File: src/rms_pkg.sv
// Constants and types for the receiver mode sequencer
package rms_pkg;
	// ----------------------------------------
	// Clock and timing
	// ----------------------------------------
	localparam int CLK_HZ        = 200_000_000;
	localparam int TICK_HZ       = 615_000;
	localparam int TICK_CYC      = CLK_HZ / TICK_HZ;
	localparam int SPI_BAUD      = 310_000;
	localparam int SPI_HALF_CYC  = CLK_HZ / (2 * SPI_BAUD);
	localparam int LEAD_TIMEOUT  = 66;
	localparam int CFG_LOW_TICKS = 2;

	// ----------------------------------------
	// Synchroniser lanes
	// ----------------------------------------
	localparam int SY_W    = 7;
	localparam int SY_MODE = 0;
	localparam int SY_RUN  = 1;
	localparam int SY_SUP  = 2;
	localparam int SY_WAKE = 3;
	localparam int SY_DDAT = 4;
	localparam int SY_DCLK = 5;
	localparam int SY_EOT  = 6;

	// Sleep-to-run ratios
	localparam logic [4:0] RATIO_0 = 5'h03;
	localparam logic [4:0] RATIO_1 = 5'h07;
	localparam logic [4:0] RATIO_2 = 5'h0F;
	localparam logic [4:0] RATIO_3 = 5'h1F;

	localparam logic [7:0] LEAD_WORD_DEF = 8'h00;
	localparam int         FIFO_DEPTH    = 2;

	typedef enum logic [3:0] {
		ST_POR        = 4'h0,
		ST_CONFIG     = 4'h1,
		ST_OSC_SLEEP  = 4'h2,
		ST_OSC_LISTEN = 4'h3,
		ST_OSC_LEAD   = 4'h4,
		ST_OSC_DATA   = 4'h5,
		ST_PIN_SLEEP  = 4'h6,
		ST_PIN_LISTEN = 4'h7,
		ST_PIN_ID     = 4'h8,
		ST_PIN_LEAD   = 4'h9,
		ST_PIN_DATA   = 4'hA,
		ST_PIN_RAW    = 4'hB,
		ST_GO_SLEEP   = 4'hC
	} rms_state_t;
endpackage

File: src/rms_sequencer.sv
// Operating-mode sequencer of a strobed telegram receiver
`timescale 1ns/1ps

// Notes on behaviour
// - Sleep: all off, or only wake oscillator
// - Config: SPI slave, receiver on, raw out
// - State moves only on sample tick
// - Config to sleep under three ticks
// - Power-on clear gives initial state
// - Stay in config while mode select low
// - Mode select low over one tick forces config
// - Oscillator sleep keeps oscillator and counter
// - Listen: match advances, else sleep at period
// - Lead wait timeout of 66 wake periods
// - Output data and clock, inverted if complement
// - Oscillator machine: sleep entry two ticks
// - Enable low selects pin-controlled sleep
// - Run request enters listen, match advances
// - Send match byte at 310 kBd
// - Run request low returns to sleep
// - Pin lead wait: lead word advances
// - Data output finishes byte before sleep
// - After telegram end, raw bits without clock
// - Pin machine: sleep entry two ticks
// - Supply-level run request forces run, no discharge
// - Wake ratio 3, 7, 15 or 31 periods
// - Match byte compared against received word
// - Final partial byte padded
// - Lead check only with packet manager
module rms_sequencer #(
	parameter logic [7:0] LEAD_WORD = rms_pkg::LEAD_WORD_DEF
) (
	input  wire logic                    REF_CLK_IN,
	input  wire logic                    RESET_IN,
	input  wire logic                    MODE_SELECT_N_IN,
	input  wire logic                    RUN_REQUEST_IN,
	input  wire logic                    RUN_AT_SUPPLY_IN,
	input  wire logic                    WAKE_OSC_IN,
	input  wire logic                    DEMOD_DATA_IN,
	input  wire logic                    DEMOD_CLK_IN,
	input  wire logic                    END_OF_TELEGRAM_IN,
	input  wire logic                    WAKE_OSC_ENABLE_IN,
	input  wire logic [1:0]              WAKE_RATIO_IN,
	input  wire logic                    PACKET_MANAGER_ENABLE_IN,
	input  wire logic                    LEAD_WORD_PRESENT_IN,
	input  wire logic [7:0]              MATCH_BYTE_IN,
	output logic      [3:0]              STATE_OUT,
	output logic                         RECEIVER_ON_OUT,
	output logic                         WAKE_OSC_ON_OUT,
	output logic                         OSC_DISCHARGE_EN_OUT,
	output logic                         SPI_SLAVE_OUT,
	output logic                         RAW_DEMOD_OUT,
	output logic                         MOSI_OUT,
	output logic                         MOSI_OE_OUT,
	output logic                         SCLK_OUT,
	output logic                         SCLK_OE_OUT
);
	import rms_pkg::*;

	// ----------------------------------------
	// State record
	// ----------------------------------------
	typedef struct packed {
		rms_state_t      st;
		rms_state_t      tgt;
		logic [9:0]      div;
		logic [1:0]      lowcnt;
		logic [SY_W-1:0] sy1;
		logic [SY_W-1:0] sy2;
		logic [SY_W-1:0] sy3;
		logic [7:0]      sh;
		logic [6:0]      wcnt;
		logic            match_ev;
		logic            lead_ev;
		logic            lead_inv;
		logic            eot_ev;
		logic            stop;
		logic [7:0]      abyte;
		logic [2:0]      acnt;
		logic            afull;
		logic [1:0][7:0] fifo;
		logic            wp;
		logic            rp;
		logic [1:0]      fcnt;
		logic [7:0]      sbyte;
		logic [2:0]      scnt;
		logic            sbusy;
		logic [9:0]      sdiv;
		logic            sclk;
		logic            smosi;
		logic            rx_on;
		logic            osc_on;
		logic            dis_en;
		logic            slave;
		logic            raw;
		logic            mosi;
		logic            mosi_oe;
		logic            sclk_oe;
	} rms_reg_t;

	localparam logic [9:0] TICK_LAST = 10'(TICK_CYC - 1);
	localparam logic [9:0] HALF_LAST = 10'(SPI_HALF_CYC - 1);
	localparam logic [6:0] TMO_W     = 7'(LEAD_TIMEOUT);
	localparam logic [1:0] LOW_W     = 2'(CFG_LOW_TICKS);
	localparam logic [1:0] FDEPTH_W  = 2'(FIFO_DEPTH);

	rms_reg_t r_reg;
	rms_reg_t r_next;

	// Wake periods of sleep for a ratio code
	function automatic logic [6:0] ratio_of(input logic [1:0] sel);
		case (sel)
			2'h0:    ratio_of = {2'h0, RATIO_0};
			2'h1:    ratio_of = {2'h0, RATIO_1};
			2'h2:    ratio_of = {2'h0, RATIO_2};
			default: ratio_of = {2'h0, RATIO_3};
		endcase
	endfunction

	// Word or its complement
	function automatic logic word_hit(input logic [7:0] w, input logic [7:0] ref_w);
		word_hit = (w == ref_w) || (w == ~ref_w);
	endfunction

	// ----------------------------------------
	// Next-state logic
	// ----------------------------------------
	always_comb begin
		rms_reg_t        n;
		logic            tick;
		logic [SY_W-1:0] rise;
		logic            run_req;
		logic            need_lead;
		logic            goslp;
		logic            push;
		logic            pop;
		logic            drained;
		logic            osc_st;
		logic            run_st;
		logic            dat_st;
		logic            master;
		logic [7:0]      nsh;
		n = r_reg;
		goslp = 1'b0;
		pop = 1'b0;

		// Divider for the sample tick
		tick = (r_reg.div == TICK_LAST);
		n.div = tick ? '0 : r_reg.div + 10'h001;

		// Two-stage pin synchronisers, edges seen on the second stage only
		n.sy1 = {END_OF_TELEGRAM_IN, DEMOD_CLK_IN, DEMOD_DATA_IN, WAKE_OSC_IN,
			RUN_AT_SUPPLY_IN, RUN_REQUEST_IN, MODE_SELECT_N_IN};
		n.sy2 = r_reg.sy1;
		n.sy3 = r_reg.sy2;
		rise = r_reg.sy2 & ~r_reg.sy3;
		run_req = r_reg.sy2[SY_RUN] | r_reg.sy2[SY_SUP];
		need_lead = PACKET_MANAGER_ENABLE_IN & LEAD_WORD_PRESENT_IN;
		osc_st = (r_reg.st >= ST_OSC_LISTEN) && (r_reg.st <= ST_OSC_DATA);
		dat_st = (r_reg.st == ST_OSC_DATA) || (r_reg.st == ST_PIN_DATA);
		drained = !r_reg.sbusy && (r_reg.fcnt == 2'h0) && !r_reg.afull;
		nsh = {r_reg.sh[6:0], r_reg.sy2[SY_DDAT]};

		// State transitions, taken only on a tick
		if (tick) begin
			n.match_ev = 1'b0;
			n.lead_ev = 1'b0;
			n.eot_ev = 1'b0;
			case (r_reg.st)
				ST_POR:    goslp = 1'b1;
				ST_CONFIG: goslp = r_reg.sy2[SY_MODE];
				ST_GO_SLEEP: begin
					n.st = r_reg.tgt;
					n.fcnt = '0;
					n.afull = 1'b0;
					n.acnt = '0;
					n.stop = 1'b0;
					n.lead_inv = 1'b0;
				end
				ST_OSC_SLEEP: begin
					if (!WAKE_OSC_ENABLE_IN) begin
						goslp = 1'b1;
					end else if (run_req || r_reg.wcnt >= ratio_of(WAKE_RATIO_IN)) begin
						n.st = ST_OSC_LISTEN;
					end
				end
				ST_OSC_LISTEN: begin
					if (r_reg.match_ev) begin
						n.st = need_lead ? ST_OSC_LEAD : ST_OSC_DATA;
					end else if (r_reg.wcnt != 7'h00 && !run_req) begin
						goslp = 1'b1;
					end
				end
				ST_OSC_LEAD: begin
					if (r_reg.lead_ev) begin
						n.st = ST_OSC_DATA;
					end else if (r_reg.wcnt >= TMO_W) begin
						goslp = 1'b1;
					end
				end
				ST_OSC_DATA: begin
					if (r_reg.eot_ev) begin
						n.stop = 1'b1;
					end
					// The last full or padded byte drains before the sleep entry
					goslp = r_reg.stop && drained;
				end
				ST_PIN_SLEEP: begin
					if (WAKE_OSC_ENABLE_IN) begin
						goslp = 1'b1;
					end else if (run_req) begin
						n.st = ST_PIN_LISTEN;
					end
				end
				ST_PIN_LISTEN: begin
					if (!run_req) begin
						goslp = 1'b1;
					end else if (r_reg.match_ev) begin
						n.st = ST_PIN_ID;
						n.abyte = MATCH_BYTE_IN;
						n.afull = 1'b1;
					end
				end
				ST_PIN_ID: begin
					if (!run_req) begin
						goslp = 1'b1;
					end else if (drained) begin
						n.st = need_lead ? ST_PIN_LEAD : ST_PIN_DATA;
					end
				end
				ST_PIN_LEAD: begin
					if (!run_req) begin
						goslp = 1'b1;
					end else if (r_reg.lead_ev) begin
						n.st = ST_PIN_DATA;
					end
				end
				ST_PIN_DATA: begin
					// A dropped request waits for the byte in flight
					if (!run_req) begin
						n.stop = 1'b1;
					end
					if (r_reg.stop && drained) begin
						goslp = 1'b1;
					end else if (r_reg.eot_ev && drained) begin
						n.st = ST_PIN_RAW;
					end
				end
				ST_PIN_RAW: goslp = !run_req;
				default:    goslp = 1'b1;
			endcase
			if (osc_st && !WAKE_OSC_ENABLE_IN) begin
				goslp = 1'b1;
			end
			if (goslp) begin
				n.st = ST_GO_SLEEP;
				n.tgt = WAKE_OSC_ENABLE_IN ? ST_OSC_SLEEP : ST_PIN_SLEEP;
			end
			// Mode select sampled per tick; two low samples exceed one tick
			n.lowcnt = r_reg.sy2[SY_MODE] ? 2'h0 :
				(r_reg.lowcnt == LOW_W) ? LOW_W : r_reg.lowcnt + 2'h1;
			if (n.lowcnt == LOW_W) begin
				n.st = ST_CONFIG;
			end
		end

		// Wake period counter, restarted on every state change
		if (n.st != r_reg.st) begin
			n.wcnt = '0;
		end else if (rise[SY_WAKE] && r_reg.wcnt != 7'h7F) begin
			n.wcnt = r_reg.wcnt + 7'h01;
		end

		// Word detection on recovered clock edges; set wins over tick clear
		if (rise[SY_DCLK]) begin
			n.sh = nsh;
			if (r_reg.st == ST_OSC_LISTEN || r_reg.st == ST_PIN_LISTEN) begin
				n.match_ev = n.match_ev | word_hit(nsh, MATCH_BYTE_IN);
			end
			if ((r_reg.st == ST_OSC_LEAD || r_reg.st == ST_PIN_LEAD) && word_hit(nsh, LEAD_WORD)) begin
				n.lead_ev = 1'b1;
				n.lead_inv = (nsh != LEAD_WORD);
			end
		end
		if (rise[SY_EOT] && dat_st) begin
			n.eot_ev = 1'b1;
			// Pad a partial byte; a full boundary sends nothing extra
			if (r_reg.acnt != 3'h0 && !r_reg.afull) begin
				n.abyte = r_reg.abyte << (3'h0 - r_reg.acnt);
				n.afull = 1'b1;
				n.acnt = '0;
			end
		end

		// Byte assembly; a full holding byte stalls further bits
		if (rise[SY_DCLK] && dat_st && PACKET_MANAGER_ENABLE_IN && !r_reg.stop &&
			!r_reg.eot_ev && !r_reg.afull) begin
			n.abyte = {r_reg.abyte[6:0], r_reg.sy2[SY_DDAT] ^ r_reg.lead_inv};
			n.acnt = r_reg.acnt + 3'h1;
			n.afull = (r_reg.acnt == 3'h7);
		end

		// Serializer: shift on rising SCLK, peer samples on falling
		if (r_reg.sbusy) begin
			n.sdiv = r_reg.sdiv + 10'h001;
			if (r_reg.sdiv == HALF_LAST) begin
				n.sdiv = '0;
				n.sclk = !r_reg.sclk;
				if (!r_reg.sclk) begin
					n.smosi = r_reg.sbyte[7];
				end else begin
					n.sbyte = {r_reg.sbyte[6:0], 1'b0};
					n.scnt = r_reg.scnt + 3'h1;
					n.sbusy = (r_reg.scnt != 3'h7);
					n.smosi = 1'b0;
				end
			end
		end else if (r_reg.fcnt != 2'h0) begin
			pop = 1'b1;
			n.sbyte = r_reg.fifo[r_reg.rp];
			n.rp = !r_reg.rp;
			n.sbusy = 1'b1;
			n.sdiv = '0;
			n.scnt = '0;
		end

		// Two-entry buffer between assembly and serializer
		push = r_reg.afull && (r_reg.fcnt != FDEPTH_W);
		if (push) begin
			n.fifo[r_reg.wp] = r_reg.abyte;
			n.wp = !r_reg.wp;
			n.afull = 1'b0;
			n.acnt = '0;
		end
		n.fcnt = (n.st == ST_GO_SLEEP) ? '0 : r_reg.fcnt + {1'b0, push} - {1'b0, pop};

		// Registered outputs follow the state
		run_st = (r_reg.st >= ST_OSC_LISTEN && r_reg.st <= ST_OSC_DATA) ||
			(r_reg.st >= ST_PIN_LISTEN && r_reg.st <= ST_PIN_RAW);
		master = run_st && r_reg.st != ST_PIN_RAW &&
			(PACKET_MANAGER_ENABLE_IN || r_reg.st == ST_PIN_ID);
		n.rx_on = run_st || r_reg.st == ST_CONFIG || r_reg.st == ST_POR;
		n.osc_on = (r_reg.st == ST_OSC_SLEEP) || osc_st;
		n.dis_en = n.osc_on && !r_reg.sy2[SY_SUP];
		n.slave = (r_reg.st == ST_CONFIG);
		n.raw = n.rx_on && r_reg.sy2[SY_DDAT];
		n.mosi_oe = run_st;
		n.sclk_oe = master;
		n.mosi = master ? r_reg.smosi : (run_st && r_reg.sy2[SY_DDAT]);
		n.sclk = master ? n.sclk : 1'b0;
		r_next = n;
	end

	// ----------------------------------------
	// State register
	// ----------------------------------------
	always_ff @(posedge REF_CLK_IN) begin
		if (RESET_IN) begin
			r_reg <= '0;
		end else begin
			r_reg <= r_next;
		end
	end

	// Outputs straight from the record
	assign STATE_OUT            = r_reg.st;
	assign RECEIVER_ON_OUT      = r_reg.rx_on;
	assign WAKE_OSC_ON_OUT      = r_reg.osc_on;
	assign OSC_DISCHARGE_EN_OUT = r_reg.dis_en;
	assign SPI_SLAVE_OUT        = r_reg.slave;
	assign RAW_DEMOD_OUT        = r_reg.raw;
	assign MOSI_OUT             = r_reg.mosi;
	assign MOSI_OE_OUT          = r_reg.mosi_oe;
	assign SCLK_OUT             = r_reg.sclk;
	assign SCLK_OE_OUT          = r_reg.sclk_oe;
endmodule

File: config.mk
export PLATFORM = sky130hd
export DESIGN_NAME = rms_sequencer
export DESIGN_NICKNAME = d
export VERILOG_FILES = /design/src/rms_pkg.sv /design/src/rms_sequencer.sv
export SDC_FILE = /design/constraint.sdc
export NUM_CORES = 1
export LEC_CHECK = 0
export ABC_CLOCK_PERIOD_IN_PS = 2400
export BUFFER_PORTS_ARGS = -buffer_cell sky130_fd_sc_hd__buf_2
export CAP_MARGIN = 20
export CORE_MARGIN = 2
export CORE_UTILIZATION = 35
export CTS_BUF_LIST = sky130_fd_sc_hd__clkbuf_8 sky130_fd_sc_hd__clkbuf_16
export DETAILED_ROUTE_END_ITERATION = 6
export HOLD_SLACK_MARGIN = 0.08
export PLACE_DENSITY = 0.6
export REMOVE_ABC_BUFFERS = 1
export SYNTH_ARGS = -nofsm -noshare
export SYNTH_HDL_FRONTEND = slang
export SYNTH_SLANG_ARGS = --single-unit
File: constraint.sdc
create_clock -name REF_CLK_IN -period 2.4 [get_ports REF_CLK_IN]
set_input_delay 0.48 -clock REF_CLK_IN [delete_from_list [all_inputs] [get_ports REF_CLK_IN]]
set_output_delay 0.48 -clock REF_CLK_IN [all_outputs]
set_load 0.005 [all_outputs]
==> flow_metrics.py <==
metrics = {
    "detailed_routing": {
        "route.detailed.vias_per_inst": 5.32,
        "totalWireLength_mm": 16.0,
        "drt_iter0_drc": 558,
        "detailedRoute.firstPassIterationCount": 5,
        "wl_per_cell_um": 15.1,
        "antenna_violating_nets_post_route": 0,
        "remaining_drc_errors": 0,
        "via_count": 5657,
    },
    "clock_network": {
        "cts-root-buf": "clkbuf_16",
        "clockBufferDepth": 2,
        "cts_sinks": 118,
        "clock_latency_of_the_later_clocked_register_in_the_worst_skew_pair_ns": 0.42,
        "clock_tree_from_tritoncts": "built",
        "cts_buffers": 17,
        "worst_setup_hold_path_clk_slew_ns": 0.06,
        "hold_buffers": 0,
        "cts_max_level": 4,
    },
    "global_route": {
        "track_usage_pct": 17.7,
        "global_route.overflow_total": 0,
        "grt_first_pass_wirelength_mm": 26.0,
        "grt_max_degree": 37,
        "vias_in_the_first_global_route": 5169,
        "grt_antenna_before_repair": 0,
    },
    "sta": {
        "timing.slew.headroom_pct": 56.9,
        "final_critical_path_setup_slack_ns": 0.109,
        "timing.final.hold_violations": 0,
        "max_slew.worst_pin.slew_ns": 0.638,
        "finalClockSkew_ns": 0.00723,
        "final-max-slew-violation-count": 0,
        "achievable-frequency_mhz": 436,
        "min_period_over_period_pct": 95.5,
        "setup_repair_after_global_routing_missed_its_margin": "false",
        "period_minus_slack_ns": 2.29,
        "number_of_failing_setup_endpoints_in_the_final_timing_report": 0,
        "fin_setup_tns_ns": 0,
    },
    "setup_path": {
        "critical_path.n_buffers_inverters": 0,
        "critical_path_depth": 7,
        "ff2ff_setup_slack_ns": 0.11,
        "timing.rr.end": "r_reg[32]",
        "r2r.worst_path.cells": 7,
        "cpMaxStageDelayCell": "or4b_4",
        "timing.critical_path.required_ns": 2.75,
        "crit_path_cell_trace": "or4b_4 -> or3_4 -> a2111oi_4 -> a2111oi_2 -> a221oi_2 -> a211oi_2 -> nor3b_2",
        "timing_worst_setup_path_type": "reg2reg",
        "worst-path-max-fanout": 10,
        "setup.worst_path.end_class": "register",
        "reg2reg_from": "r_reg[111]",
        "critical_path.startpoint_type": "register",
        "crit_path_largest_cell_delay_ns": 0.57,
        "critPathArrivalTime_ns": 2.64,
        "worst_path_dominant_cell_family": "simple AND/OR/NAND/NOR gates",
    },
    "floorplan": {
        "top_level_ports": 35,
        "core-area_sq_mm": 0.0173,
        "dieHeight_um": 137,
        "placementRows": 48,
        "dieArea_sq_mm": 0.0188,
        "floorplan.initialDensity_pct": 35.8,
        "chipWidth_um": 137,
    },
    "power_and_ir_drop": {
        "ir_drop_v": 0.000646,
        "report.power.total_mw": 5.51,
        "power.density_mw_per_mm2": 724,
        "reported_leakage_power_nw": 2.94,
    },
    "finish": {
        "final_layout_size_suffix_gt1_share_pct": 20.0,
        "largest_register_ffs": 91,
        "syn2layout_area_growth_pct": 23.0,
        "finalNetCount": 867,
        "antennaDiodeCount": 0,
    },
    "yosys": {
        "yosys.area.top_type": "dfxtp_1",
        "synthesis.yosys.warnings": 0,
        "synth.top_cell.area_share_pct": 38.1,
        "asyncSetResetFlopFracSynth_pct": 0,
        "synth.yosys.seq_area_share_pct": 38.1,
        "synth_edf_count": 0,
        "synth_commonest_cells": "118 x dfxtp_1, 100 x nor2_1, 79 x nand2_1",
        "synth.area.top_cells": "dfxtp_1 38%, nor2_1 6.1%, a21oi_1 4.9%",
        "mean_post_synth_cell_area_sq_um": 8.22,
        "synth.ff_latch_count": 118,
        "postSynth.topFlopCell": "dfxtp_1",
        "synth.distinct_cells": 78,
        "syn_area_sq_mm": 0.00619,
        "synthMostInstantiatedCell": "dfxtp_1",
        "synthesis.instances": 753,
    },
    "placed_design": {
        "place.gp.congestion": 0.957,
        "post_dp_hpwl_mm": 11.5,
        "port_buffers": 34,
        "place_worst_setup_slack_ns": 0.0625,
    },
    "min_path": {
        "holdPathStages": 2,
        "hold_path.class": "in2reg",
        "hp-start": "END_OF_TELEGRAM_IN",
        "end_point_of_the_most_critical_hold_path": "r_next[97]",
    },
    "run_status": {
        "outcome": "completed",
    },
    "run": {
        "maxCapViolations": 0,
    },
}
==> repair_timing <==
action / 4_1_cts / 5_1_grt
endpoints found under the setup margin: 0 / 17
setup buffers: 0 / 1
gates resized for setup: 0 / 7
==> layout make-up <==
class,count,area [sq um]
inverters,26,97.6
repair buffers,100,668
clock inverters,13,203
multi-input cells,563,3550
clock buffers,19,453
fillers,1750,9680
flip-flops and latches,118,2370
well taps,225,282
==> cell families after synthesis <==
kind of cell	Yosys count	share of synthesized area [%]
and+or+nand+nor	328	26.7
xor gates and xnor gates	27	3.82
adders and majority gates	19	3.84
AOI/OAI and AO/OA	167	19.0
buffers and inverters	72	4.81
muxes	22	3.66
DFF	118	38.1
==> worst max path at each step <==
stage | from | endpoint | slack [ns]
after floorplan | STATE_OUT[0] | r_reg[69] | -0.14
after global placement | STATE_OUT[1] | r_reg[75] | 0.08
after detailed placement | r_reg[111] | r_reg[32] | 0.06
after CTS | r_reg[111] | r_reg[75] | 0.04
after global routing | r_reg[111] | r_reg[57] | 0.02
final | r_reg[111] | r_reg[32] | 0.11
==> placed cells by master, fill, tap and decap left out, drive strengths merged, types with 9 or more instances in the layout <==
| cell type | instances |
|---|---|
| clkbuf | 19 |
| nor2 | 100 |
| dfxtp | 118 |
| buf | 100 |
| xnor2 | 13 |
| nand2b | 13 |
| o21ai | 23 |
| nor4 | 10 |
| nor3 | 18 |
| xor2 | 14 |
| nand3 | 23 |
| ha | 19 |
| nor2b | 22 |
| nand2 | 80 |
| a21oi | 61 |
| nand4 | 15 |
| mux2i | 17 |
| a221oi | 9 |
| inv | 25 |
==> power by group <==
group	leakage (nW)	internal [mW]	switching, mW	total [mW]
combinational	1.66	0.247	0.362	0.609
clock	0.319	1.89	0.918	2.81
sequential	0.957	2.02	0.0779	2.10
total	2.94	4.15	1.36	5.51
==> metrics by stage <==
step                      std cells  util (%)  hold slack (ns)  instance area (sq um)
after floorplan                 707         -            0.414                   5990
after global placement         1031      40.1            0.419                   6930
after detailed placement       1031      40.1            0.426                   6930
after CTS                      1063      43.9            0.249                   7590
after global routing           1064      44.0            0.268                   7620
final                          1064      44.0            0.265                   7620
==> metal layers <==
layer | GRT usage [%] | routed length [um] | up-vias
met4 | 6.53 | 322 | 0
met2 | 27.1 | 7120 | 154
li1 | - | - | 2834
met5 | 0 | 0 | -
met1 | 24.1 | 7810 | 2636
met3 | 4.04 | 780 | 33
Power figures use the tool's default switching activity.
